===== config.mk =====
export PLATFORM = sky130hd
export DESIGN_NAME = amcs_top
export DESIGN_NICKNAME = d
export VERILOG_FILES = /design/src/hdl/amcs_pkg.sv /design/src/hdl/amcs_top.sv
export SDC_FILE = /design/constraint.sdc
export NUM_CORES = 1
export LEC_CHECK = 0
export ABC_AREA = 1
export BUFFER_PORTS_ARGS = -buffer_cell sky130_fd_sc_hd__buf_4
export CORE_MARGIN = 3
export CORE_UTILIZATION = 40
export DETAILED_ROUTE_END_ITERATION = 7
export HOLD_SLACK_MARGIN = 0.08
export PLACE_DENSITY = 0.66
export SYNTH_ARGS = -nofsm -noshare
export SYNTH_HDL_FRONTEND = slang
export SYNTH_SLANG_ARGS = --single-unit

===== constraint.sdc =====
create_clock -name aclk -period 1.25 [get_ports aclk]
set_input_delay 0.25 -clock aclk [delete_from_list [all_inputs] [get_ports aclk]]
set_output_delay 0.25 -clock aclk [all_outputs]
set_load 0.03 [all_outputs]

===== src/hdl/amcs_pkg.sv =====
// Constants for the converter configuration-source selector.
// Assumes a single 100 MHz clock and an AXI4-Lite register port.
`default_nettype none
package amcs_pkg;
    localparam int AMCS_CLK_MHZ = 100;
    localparam logic [7:0] AMCS_CTRL_OFS = 8'h00;
    localparam logic [7:0] AMCS_STAT_OFS = 8'h04;
    localparam int AMCS_SRST_BIT = 0;
    localparam int AMCS_PIN_PRIORITY_OVERRIDE_BIT_BIT = 1;
    localparam int AMCS_LOWLAT_BIT = 2;
    localparam int AMCS_PD_LSB = 4;
    localparam int AMCS_STAT_LOWLAT_BIT = 0;
    localparam int AMCS_STAT_PIN_PRIORITY_OVERRIDE_BIT_BIT = 1;
    localparam int AMCS_STAT_STRAP_BIT = 2;
    localparam int AMCS_STAT_MODE_LSB = 4;
    localparam logic [2:0] AMCS_PD_RST = 3'h0;
    localparam logic AMCS_PIN_PRIORITY_OVERRIDE_BIT_RST = 1'b0;
    localparam logic AMCS_LOWLAT_RST = 1'b0;
    localparam int AMCS_LAT_DEFAULT = 14;
    localparam int AMCS_LAT_LOW = 10;
    localparam logic [1:0] AMCS_RESP_OKAY = 2'b00;
    localparam logic [1:0] AMCS_RESP_SLVERR = 2'b10;
    localparam logic [2:0] AMCS_MODE_NORMAL = 3'b000;
    localparam logic [2:0] AMCS_MODE_A_OFF = 3'b001;
    localparam logic [2:0] AMCS_MODE_B_OFF = 3'b010;
    localparam logic [2:0] AMCS_MODE_AB_OFF = 3'b011;
    localparam logic [2:0] AMCS_MODE_GLOBAL_PD = 3'b100;
    localparam logic [2:0] AMCS_MODE_A_STBY = 3'b101;
    localparam logic [2:0] AMCS_MODE_B_STBY = 3'b110;
    localparam logic [2:0] AMCS_MODE_INTERLEAVED = 3'b111;
endpackage
`default_nettype wire


===== src/hdl/amcs_top.sv =====
// Configuration-source selector of a dual-channel converter.
// Assumes pins synchronous to aclk, AXI4-Lite master on the register port.
// Function
// Reset pin high selects pin-strapped control
// Strapped mode configures from mode pins
// Strapped: frame/shift-clock pins are level inputs
// Strapped: shift-data pin has no function
// Reset pin low enables serial register port
// Controller resets registers before programming
// Controller keeps reset pin low afterwards
// Serial-only: controller grounds mode pins
// Mixed scheme: pins configure, registers accessible
// Override zero: mode pins govern power-down
// Override one: register bits govern power-down
// Low-latency mode gives 10-cycle latency
// Interleaved: A on falling, B rising
// Three-bit mode pin code selects mode
// Soft reset restores defaults, self-clears
// Default latency is 14 sample cycles
`default_nettype none
module amcs_top #(
    parameter int SAMPLE_DIV = 4,
    parameter int DATA_W = 11
) (
    input wire logic aclk,
    input wire logic aresetn,
    input wire logic [7:0] s_axi_awaddr,
    input wire logic s_axi_awvalid,
    output logic s_axi_awready,
    input wire logic [31:0] s_axi_wdata,
    input wire logic [3:0] s_axi_wstrb,
    input wire logic s_axi_wvalid,
    output logic s_axi_wready,
    output logic [1:0] s_axi_bresp,
    output logic s_axi_bvalid,
    input wire logic s_axi_bready,
    input wire logic [7:0] s_axi_araddr,
    input wire logic s_axi_arvalid,
    output logic s_axi_arready,
    output logic [31:0] s_axi_rdata,
    output logic [1:0] s_axi_rresp,
    output logic s_axi_rvalid,
    input wire logic s_axi_rready,
    input wire logic reset_pin,
    input wire logic frame_select_pin,
    input wire logic shift_clk_pin,
    input wire logic shift_data_pin,
    input wire logic [1:0] frame_select_level,
    input wire logic [1:0] shift_clk_level,
    input wire logic mode_pin_1,
    input wire logic mode_pin_2,
    input wire logic mode_pin_3,
    input wire logic [DATA_W-1:0] ch_a_in,
    input wire logic [DATA_W-1:0] ch_b_in,
    output logic strap_mode,
    output logic serial_port_en,
    output logic [2:0] serial_pins,
    output logic [1:0] format_level,
    output logic [1:0] gain_level,
    output logic [2:0] eff_mode,
    output logic global_pd,
    output logic stby_a,
    output logic stby_b,
    output logic oe_a,
    output logic oe_b,
    output logic [DATA_W-1:0] out_a,
    output logic [DATA_W-1:0] out_b
);
    localparam int DIV_W = $clog2(SAMPLE_DIV + 1);
    localparam logic [DIV_W-1:0] DIV_LAST = DIV_W'(SAMPLE_DIV - 1);
    localparam logic [DIV_W-1:0] DIV_HALF = DIV_W'(SAMPLE_DIV / 2);
    localparam int DEPTH = amcs_pkg::AMCS_LAT_DEFAULT;

    // Sample clock divider: rising edge enable and falling edge enable
    logic [DIV_W-1:0] div_ff, nxt_div;
    logic sample_en, half_en;
    always_comb
    begin
        nxt_div = (div_ff == DIV_LAST) ? '0 : div_ff + 1'b1;
        sample_en = (div_ff == '0);
        half_en = (div_ff == DIV_HALF);
    end
    always_ff @(posedge aclk)
    begin
        if (!aresetn)
            div_ff <= '0;
        else
            div_ff <= nxt_div;
    end

    // AXI4-Lite write and read channels
    logic aw_hold_ff, w_hold_ff, bvalid_ff, rvalid_ff;
    logic nxt_aw_hold, nxt_w_hold, nxt_bvalid, nxt_rvalid;
    logic [7:0] awaddr_ff, nxt_awaddr;
    logic [31:0] wdata_ff, nxt_wdata, rdata_ff, nxt_rdata;
    logic [3:0] wstrb_ff, nxt_wstrb;
    logic [1:0] bresp_ff, nxt_bresp, rresp_ff, nxt_rresp;
    logic awready_ff, wready_ff, arready_ff;
    logic wr_fire;
    logic pin_priority_override_bit_ff, lowlat_ff, srst_ff, nxt_pin_priority_override_bit, nxt_lowlat, nxt_srst;
    logic [2:0] pd_reg_ff, nxt_pd_reg;
    logic [2:0] eff_mode_ff, nxt_eff_mode;
    logic strap_ff;
    always_comb
    begin
        nxt_aw_hold = aw_hold_ff;
        nxt_w_hold = w_hold_ff;
        nxt_awaddr = awaddr_ff;
        nxt_wdata = wdata_ff;
        nxt_wstrb = wstrb_ff;
        nxt_bvalid = bvalid_ff;
        nxt_bresp = bresp_ff;
        nxt_rvalid = rvalid_ff;
        nxt_rdata = rdata_ff;
        nxt_rresp = rresp_ff;
        if (s_axi_awvalid && awready_ff)
        begin
            nxt_aw_hold = 1'b1;
            nxt_awaddr = s_axi_awaddr;
        end
        if (s_axi_wvalid && wready_ff)
        begin
            nxt_w_hold = 1'b1;
            nxt_wdata = s_axi_wdata;
            nxt_wstrb = s_axi_wstrb;
        end
        wr_fire = aw_hold_ff && w_hold_ff && !bvalid_ff;
        if (wr_fire)
        begin
            nxt_aw_hold = 1'b0;
            nxt_w_hold = 1'b0;
            nxt_bvalid = 1'b1;
            nxt_bresp = (awaddr_ff == amcs_pkg::AMCS_CTRL_OFS ||
                         awaddr_ff == amcs_pkg::AMCS_STAT_OFS) ?
                        amcs_pkg::AMCS_RESP_OKAY : amcs_pkg::AMCS_RESP_SLVERR;
        end
        else if (bvalid_ff && s_axi_bready)
            nxt_bvalid = 1'b0;
        if (s_axi_arvalid && arready_ff)
        begin
            nxt_rvalid = 1'b1;
            nxt_rresp = amcs_pkg::AMCS_RESP_OKAY;
            nxt_rdata = '0;
            case (s_axi_araddr)
                amcs_pkg::AMCS_CTRL_OFS:
                begin
                    nxt_rdata[amcs_pkg::AMCS_PIN_PRIORITY_OVERRIDE_BIT_BIT] = pin_priority_override_bit_ff;
                    nxt_rdata[amcs_pkg::AMCS_LOWLAT_BIT] = lowlat_ff;
                    nxt_rdata[amcs_pkg::AMCS_PD_LSB +: 3] = pd_reg_ff;
                end
                amcs_pkg::AMCS_STAT_OFS:
                begin
                    nxt_rdata[amcs_pkg::AMCS_STAT_LOWLAT_BIT] = lowlat_ff;
                    nxt_rdata[amcs_pkg::AMCS_STAT_PIN_PRIORITY_OVERRIDE_BIT_BIT] = pin_priority_override_bit_ff;
                    nxt_rdata[amcs_pkg::AMCS_STAT_STRAP_BIT] = strap_ff;
                    nxt_rdata[amcs_pkg::AMCS_STAT_MODE_LSB +: 3] = eff_mode_ff;
                end
                default:
                    nxt_rresp = amcs_pkg::AMCS_RESP_SLVERR;
            endcase
        end
        else if (rvalid_ff && s_axi_rready)
            nxt_rvalid = 1'b0;
    end
    always_ff @(posedge aclk)
    begin
        if (!aresetn)
        begin
            aw_hold_ff <= 1'b0;
            w_hold_ff <= 1'b0;
            awaddr_ff <= '0;
            wdata_ff <= '0;
            wstrb_ff <= '0;
            bvalid_ff <= 1'b0;
            bresp_ff <= amcs_pkg::AMCS_RESP_OKAY;
            rvalid_ff <= 1'b0;
            rdata_ff <= '0;
            rresp_ff <= amcs_pkg::AMCS_RESP_OKAY;
            awready_ff <= 1'b0;
            wready_ff <= 1'b0;
            arready_ff <= 1'b0;
        end
        else
        begin
            aw_hold_ff <= nxt_aw_hold;
            w_hold_ff <= nxt_w_hold;
            awaddr_ff <= nxt_awaddr;
            wdata_ff <= nxt_wdata;
            wstrb_ff <= nxt_wstrb;
            bvalid_ff <= nxt_bvalid;
            bresp_ff <= nxt_bresp;
            rvalid_ff <= nxt_rvalid;
            rdata_ff <= nxt_rdata;
            rresp_ff <= nxt_rresp;
            // Ready drops while a word is held, so one write at a time
            awready_ff <= !nxt_aw_hold && !nxt_bvalid;
            wready_ff <= !nxt_w_hold && !nxt_bvalid;
            arready_ff <= !nxt_rvalid;
        end
    end

    // Control register; a strapped device or a reset pulse holds defaults
    logic ctrl_wr;
    always_comb
    begin
        ctrl_wr = wr_fire && wstrb_ff[0] &&
                  awaddr_ff == amcs_pkg::AMCS_CTRL_OFS;
        nxt_pin_priority_override_bit = pin_priority_override_bit_ff;
        nxt_lowlat = lowlat_ff;
        nxt_pd_reg = pd_reg_ff;
        nxt_srst = 1'b0;
        // self-clearing soft reset
        if (ctrl_wr && wdata_ff[amcs_pkg::AMCS_SRST_BIT])
            nxt_srst = 1'b1;
        else if (ctrl_wr)
        begin
            nxt_pin_priority_override_bit = wdata_ff[amcs_pkg::AMCS_PIN_PRIORITY_OVERRIDE_BIT_BIT];
            nxt_lowlat = wdata_ff[amcs_pkg::AMCS_LOWLAT_BIT];
            nxt_pd_reg = wdata_ff[amcs_pkg::AMCS_PD_LSB +: 3];
        end
        // pin pulse or soft reset restores defaults
        if (reset_pin || srst_ff)
        begin
            nxt_pin_priority_override_bit = amcs_pkg::AMCS_PIN_PRIORITY_OVERRIDE_BIT_RST;
            nxt_lowlat = amcs_pkg::AMCS_LOWLAT_RST;
            nxt_pd_reg = amcs_pkg::AMCS_PD_RST;
        end
    end
    always_ff @(posedge aclk)
    begin
        if (!aresetn)
        begin
            pin_priority_override_bit_ff <= amcs_pkg::AMCS_PIN_PRIORITY_OVERRIDE_BIT_RST;
            lowlat_ff <= amcs_pkg::AMCS_LOWLAT_RST;
            pd_reg_ff <= amcs_pkg::AMCS_PD_RST;
            srst_ff <= 1'b0;
        end
        else
        begin
            pin_priority_override_bit_ff <= nxt_pin_priority_override_bit;
            lowlat_ff <= nxt_lowlat;
            pd_reg_ff <= nxt_pd_reg;
            srst_ff <= nxt_srst;
        end
    end

    // Configuration source selection and mode decode
    logic [2:0] pin_code;
    logic [1:0] nxt_fmt, nxt_gain, fmt_ff, gain_ff;
    logic [2:0] nxt_ser, ser_ff;
    logic ser_en_ff;
    logic gpd_ff, sa_ff, sb_ff, oea_ff, oeb_ff;
    logic nxt_gpd, nxt_sa, nxt_sb, nxt_oea, nxt_oeb;
    always_comb
    begin
        pin_code = {mode_pin_1, mode_pin_2, mode_pin_3};
        // strapped pins govern while reset pin is high
        // strapped mode tracks the mode pins
        // mixed scheme still configures from the pins
        // override clear selects the pin code
        // override set selects the register code
        if (!reset_pin && pin_priority_override_bit_ff)
            nxt_eff_mode = pd_reg_ff;
        else
            nxt_eff_mode = pin_code;
        // level-sensed pins only mean something when strapped
        nxt_fmt = reset_pin ? frame_select_level : fmt_ff;
        nxt_gain = reset_pin ? shift_clk_level : gain_ff;
        // shift-data pin is dropped when strapped
        // serial port follows the pins only with reset pin low
        nxt_ser = reset_pin ? 3'b000 :
                  {frame_select_pin, shift_clk_pin, shift_data_pin};
        // three-bit mode code decode
        nxt_gpd = 1'b0;
        nxt_sa = 1'b0;
        nxt_sb = 1'b0;
        nxt_oea = 1'b1;
        nxt_oeb = 1'b1;
        case (nxt_eff_mode)
            amcs_pkg::AMCS_MODE_NORMAL: ;
            amcs_pkg::AMCS_MODE_A_OFF: nxt_oea = 1'b0;
            amcs_pkg::AMCS_MODE_B_OFF: nxt_oeb = 1'b0;
            amcs_pkg::AMCS_MODE_AB_OFF:
            begin
                nxt_oea = 1'b0;
                nxt_oeb = 1'b0;
            end
            amcs_pkg::AMCS_MODE_GLOBAL_PD:
            begin
                nxt_gpd = 1'b1;
                nxt_oea = 1'b0;
                nxt_oeb = 1'b0;
            end
            amcs_pkg::AMCS_MODE_A_STBY:
            begin
                nxt_sa = 1'b1;
                nxt_oea = 1'b0;
            end
            amcs_pkg::AMCS_MODE_B_STBY:
            begin
                nxt_sb = 1'b1;
                nxt_oeb = 1'b0;
            end
            amcs_pkg::AMCS_MODE_INTERLEAVED: nxt_oeb = 1'b0;
            default: ;
        endcase
    end
    always_ff @(posedge aclk)
    begin
        if (!aresetn)
        begin
            eff_mode_ff <= amcs_pkg::AMCS_MODE_NORMAL;
            strap_ff <= 1'b0;
            ser_en_ff <= 1'b0;
            fmt_ff <= '0;
            gain_ff <= '0;
            ser_ff <= '0;
            gpd_ff <= 1'b0;
            sa_ff <= 1'b0;
            sb_ff <= 1'b0;
            oea_ff <= 1'b0;
            oeb_ff <= 1'b0;
        end
        else
        begin
            eff_mode_ff <= nxt_eff_mode;
            strap_ff <= reset_pin;
            ser_en_ff <= !reset_pin;
            fmt_ff <= nxt_fmt;
            gain_ff <= nxt_gain;
            ser_ff <= nxt_ser;
            gpd_ff <= nxt_gpd;
            sa_ff <= nxt_sa;
            sb_ff <= nxt_sb;
            oea_ff <= nxt_oea;
            oeb_ff <= nxt_oeb;
        end
    end

    // Sample pipeline: one stage per sample clock
    logic [2*DATA_W-1:0] pipe_ff [DEPTH];
    logic [2*DATA_W-1:0] nxt_pipe [DEPTH];
    genvar g;
    generate
        for (g = 0; g < DEPTH; g++)
        begin : g_pipe
            always_comb
            begin
                if (!sample_en)
                    nxt_pipe[g] = pipe_ff[g];
                else if (g == 0)
                    nxt_pipe[g] = {ch_a_in, ch_b_in};
                else
                    nxt_pipe[g] = pipe_ff[(g == 0) ? 0 : g - 1];
            end
            always_ff @(posedge aclk)
            begin
                if (!aresetn)
                    pipe_ff[g] <= '0;
                else
                    pipe_ff[g] <= nxt_pipe[g];
            end
        end
    endgenerate

    // Output stage; shared pins carry B on rising and A on falling
    logic [2*DATA_W-1:0] tap;
    logic [DATA_W-1:0] outa_ff, outb_ff, ahold_ff;
    logic [DATA_W-1:0] nxt_outa, nxt_outb, nxt_ahold;
    logic ilv;
    always_comb
    begin
        // low-latency tap
        // default tap
        tap = lowlat_ff ? pipe_ff[amcs_pkg::AMCS_LAT_LOW - 1] :
                          pipe_ff[amcs_pkg::AMCS_LAT_DEFAULT - 1];
        ilv = (eff_mode_ff == amcs_pkg::AMCS_MODE_INTERLEAVED);
        nxt_outa = outa_ff;
        nxt_outb = outb_ff;
        nxt_ahold = ahold_ff;
        // B launched on rising, A on falling
        if (sample_en)
        begin
            nxt_ahold = tap[2*DATA_W-1:DATA_W];
            nxt_outa = ilv ? tap[DATA_W-1:0] : tap[2*DATA_W-1:DATA_W];
            nxt_outb = ilv ? '0 : tap[DATA_W-1:0];
        end
        else if (half_en && ilv)
            nxt_outa = ahold_ff;
    end
    always_ff @(posedge aclk)
    begin
        if (!aresetn)
        begin
            outa_ff <= '0;
            outb_ff <= '0;
            ahold_ff <= '0;
        end
        else
        begin
            outa_ff <= nxt_outa;
            outb_ff <= nxt_outb;
            ahold_ff <= nxt_ahold;
        end
    end

    assign s_axi_awready = awready_ff;
    assign s_axi_wready = wready_ff;
    assign s_axi_bvalid = bvalid_ff;
    assign s_axi_bresp = bresp_ff;
    assign s_axi_arready = arready_ff;
    assign s_axi_rvalid = rvalid_ff;
    assign s_axi_rdata = rdata_ff;
    assign s_axi_rresp = rresp_ff;
    assign strap_mode = strap_ff;
    assign serial_port_en = ser_en_ff;
    assign serial_pins = ser_ff;
    assign format_level = fmt_ff;
    assign gain_level = gain_ff;
    assign eff_mode = eff_mode_ff;
    assign global_pd = gpd_ff;
    assign stby_a = sa_ff;
    assign stby_b = sb_ff;
    assign oe_a = oea_ff;
    assign oe_b = oeb_ff;
    assign out_a = outa_ff;
    assign out_b = outb_ff;
endmodule
`default_nettype wire


==> flow_metrics.env <==
export IMPL_combPwrFrac_pct=24.5
export IMPL_hold_class="in -> reg"
export IMPL_io_buffers=114
export IMPL_crit_path_end_kind="register"
export IMPL_ios=172
export IMPL_cap_viol_max_count=0
export IMPL_synth_seq_cells=397
export IMPL_syn_area_per_cell_um2=7.86
export IMPL_post_dp_cell_area_um2=16300
export IMPL_routed_wl_mm=32.8
export IMPL_violations="setup timing"
export IMPL_cp_required_ns=1.69
export IMPL_antenna_left=0
export IMPL_multi_input_area_um2=6380
export IMPL_ys_warnings_count=0
export IMPL_crit_type="reg -> reg"
export IMPL_power_frac_seq_pct=42.4
export IMPL_fillCellCount=3183
export IMPL_drc_errors=0
export IMPL_synth_seq_area_share_pct=54.6
export IMPL_fp_dieArea_um2=38700
export IMPL_dr_total_vias=12200
export IMPL_dieHeight_um=197
export IMPL_synth_top_cell_by_area="dfxtp_1"
export IMPL_met3_usage_pct=2.79
export IMPL_internal_power_mw=26.6
export IMPL_cp_startpoint="div_ff[0]"
export IMPL_grt_pass1_wl_mm=50.8
export IMPL_clock_skew_ns=0.00641
export IMPL_synth_most_common_cell="nor2_1"
export IMPL_rsz0062_at_grt="true"
export IMPL_critPathLaunchType="register"
export IMPL_synth_commonest_cells="626 x nor2_1, 397 x dfxtp_1, 251 x o21ai_0"
export IMPL_tns_ns=-31.07
export IMPL_synth_top_area_share_pct=54.6
export IMPL_min_period_over_period_pct=112
export IMPL_htreeDepth=2
export IMPL_p_per_area_nw_per_um2=1880
export IMPL_fin_crit_ns=1.40
export IMPL_clock_sinks=397
export IMPL_first_pass_iters=5
export IMPL_regArea_um2=7960
export IMPL_max_freq_ghz=0.714
export IMPL_synth_area_um2=14600
export IMPL_drive_gt1_share_pct=25.5
export IMPL_synth_enable_flop_cells=0
export IMPL_yosysUniqueCellTypes=32
export IMPL_syn_instance_count=1853
export IMPL_fp_row_count=69
export IMPL_finalMaxSlewViolations=0
export IMPL_clkLatencyLatePin_ns=0.54
export IMPL_synth_main_ff_cell="dfxtp_1"
export IMPL_grtUsageMet1_pct=20.1
export IMPL_setup_viol=378
export IMPL_dpl_hpwl_mm=17.8
export IMPL_cts_inserted_buffers=42
export IMPL_crit_arrival_ns=1.84
export IMPL_clkTransAtPathRegs_ns=0.06
export IMPL_drt_iter0_markers=549
export IMPL_clockBufferDepth=3
export IMPL_area_growth_pct=36.8
export IMPL_crit_fanout=16
export IMPL_fin_nets=2161
export IMPL_place_congestion=0.759
export IMPL_fin_area_um2=19900
export IMPL_power_leakage_nw=8.49
export IMPL_grt_pass1_vias=11100
export IMPL_cts_tree="yes"
export IMPL_met2_usage_pct=25.6
export IMPL_synthTopCellsByArea="dfxtp_1 55%, nor2_1 16%, o21ai_0 8.6%"
export IMPL_floorplan_initialDensity_pct=40.8
export IMPL_power_frac_clock_pct=33.1
export IMPL_setup_slack_ns=-0.151
export IMPL_hold_path_startpoint="aresetn"
export IMPL_antenna_cells=0
export IMPL_async_reset_ff_share_pct=0
export IMPL_status="finished, violations left"
export IMPL_die_w_um=197
export IMPL_globalRoute_totalOverflow=0
export IMPL_netSwitchingPower_mw=10.9
export IMPL_swShare_pct=29.1
export IMPL_vdd_drop_max_mv=1.15
export IMPL_antenna_found_initial=0
export IMPL_core_area_um2=35700
export IMPL_groute_usage_overall_pct=15.2
export IMPL_cts_root_buf="clkbuf_16"
export IMPL_post_drt_wl_per_cell_um=12.8
export IMPL_viasPerCell=4.78
export IMPL_grt_max_degree=76
export IMPL_busiest_layer="met2"
export IMPL_timing_rr_start="div_ff[0]"
export IMPL_hold_violations=0
## critical path: stages (launching register included)
cell and delay [ns]:
dfxtp_2 0.33, inv_2 0.05, ha_4 0.17, nand2_8 0.09, inv_8 0.05, buf_12 0.14, buf_12 0.15, buf_16 0.15
nor2_2 0.10, nor2_1 0.05
## registers in the layout (all words and copies together) (netlist names), 6 cells and up
| register | cells |
|---|---|
| s_axi_rdata | 6 |
| wdata_ff | 6 |
| out_b | 11 |
| ahold_ff | 11 |
| pipe_ff | 308 |
| out_a | 11 |
| awaddr_ff | 8 |
## what timing repair did
action / in CTS / in global routing
hold buffers: 51 / 0
buffers inserted: 13 / 2
resized for setup: 150 / 270
setup endpoints to repair: 389 / 407
hold endpoints to repair: 56 / 0
pin swaps: 8 / 1
gates cloned: 5 / 18
## cell usage in the layout (no fill, tap or decap), types with 2 or more instances in the layout
| cell | Yosys | routed |
|---|---|---|
| a21oi_1 | 65 | 64 |
| a21oi_2 | 1 | 2 |
| a22o_1 | 4 | 4 |
| a2bb2oi_2 | 0 | 10 |
| buf_12 | 0 | 35 |
| buf_16 | 0 | 6 |
| buf_4 | 38 | 163 |
| buf_6 | 17 | 21 |
| buf_8 | 0 | 6 |
| bufbuf_16 | 0 | 2 |
| bufinv_16 | 0 | 2 |
| clkbuf_1 | 38 | 9 |
| clkbuf_16 | 0 | 59 |
| clkbuf_8 | 0 | 10 |
| clkinv_2 | 0 | 8 |
| conb_1 | 1 | 28 |
| dfxtp_1 | 397 | 388 |
| dfxtp_2 | 0 | 9 |
| dlygate4sd3_1 | 0 | 51 |
| ha_1 | 4 | 3 |
| inv_1 | 61 | 59 |
| inv_2 | 6 | 7 |
| nand2_1 | 108 | 107 |
| nand3_1 | 9 | 8 |
| nand3_2 | 2 | 3 |
| nand3b_1 | 12 | 12 |
| nand4_1 | 2 | 2 |
| nor2_1 | 626 | 527 |
| nor2_2 | 4 | 68 |
| nor2_4 | 1 | 36 |
| nor3_1 | 4 | 4 |
| o211ai_1 | 11 | 11 |
| o21ai_0 | 251 | 120 |
| o21ai_1 | 111 | 162 |
| o21ai_2 | 0 | 76 |
| o21ai_4 | 0 | 4 |
## cell families after synthesis
| group | share of synthesized area [%] |
|---|---|
| AO/OA/AOI/OAI | 16.3 |
| adder cells (fa/ha/maj) | 0.344 |
| buffers and inverters | 8.17 |
| flip-flops | 54.6 |
| other | 0.0257 |
| AND/OR/NAND/NOR | 20.7 |
## through the flow
| stage | hold WS, ns | total power [mW] | setup WS [ns] | utilization, % | instances |
|---|---|---|---|---|---|
| 6_report | 0.123 | 37.5 | -0.151 | 55.8 | 2557 |
| 5_1_grt | 0.130 | 39.6 | -0.202 | 55.8 | 2557 |
| 4_1_cts | 0.0862 | 36.3 | -0.134 | 52.8 | 2540 |
| 3_5_place_dp | 0.436 | 22.6 | -0.183 | 45.7 | 2397 |
| 3_3_place_gp | 0.432 | 22.4 | -0.174 | 45.7 | 2397 |
| 2_1_floorplan | 0.335 | 20.5 | 0.00115 | - | 1880 |
## layout make-up
| cell class | instances | area share, % |
|---|---|---|
| Multi-Input combinational cell | 1259 | 32.0 |
| Clock buffer | 64 | 6.51 |
| Sequential cell | 397 | 39.9 |
| Tap cell | 461 | 2.89 |
| Clock inverter | 11 | 0.540 |
| Inverter | 67 | 1.30 |
| Timing Repair Buffer | 298 | 16.8 |
## final timing paths
check                         end  slack [ns]  cells past startpoint
setup / recovery   pipe_ff[0][37]       -0.15                      9
hold / removal     s_axi_rdata[2]        0.12                      4
setup reg to reg   pipe_ff[0][37]       -0.15                      9
hold reg to reg   pipe_ff[1][122]        0.44                      2
## power by group through the flow
| stage | sequential, mW | combinational [mW] | clock, mW |
|---|---|---|---|
| after floorplan | 15.9 | 4.57 | 0 |
| after global placement | 15.8 | 6.59 | 0 |
| after detailed placement | 15.8 | 6.73 | 0 |
| after CTS | 15.7 | 7.83 | 12.8 |
| after global routing | 16.1 | 10.2 | 13.2 |
| final | 15.9 | 9.21 | 12.4 |
## routing by layer
layer,wire length [um],vias up
li1,-,6369
met3,1330,46
met4,659,0
met5,0,-
met2,15600,197
met1,15200,5603
No activity file was read; power rests on OpenSTA's default activity.
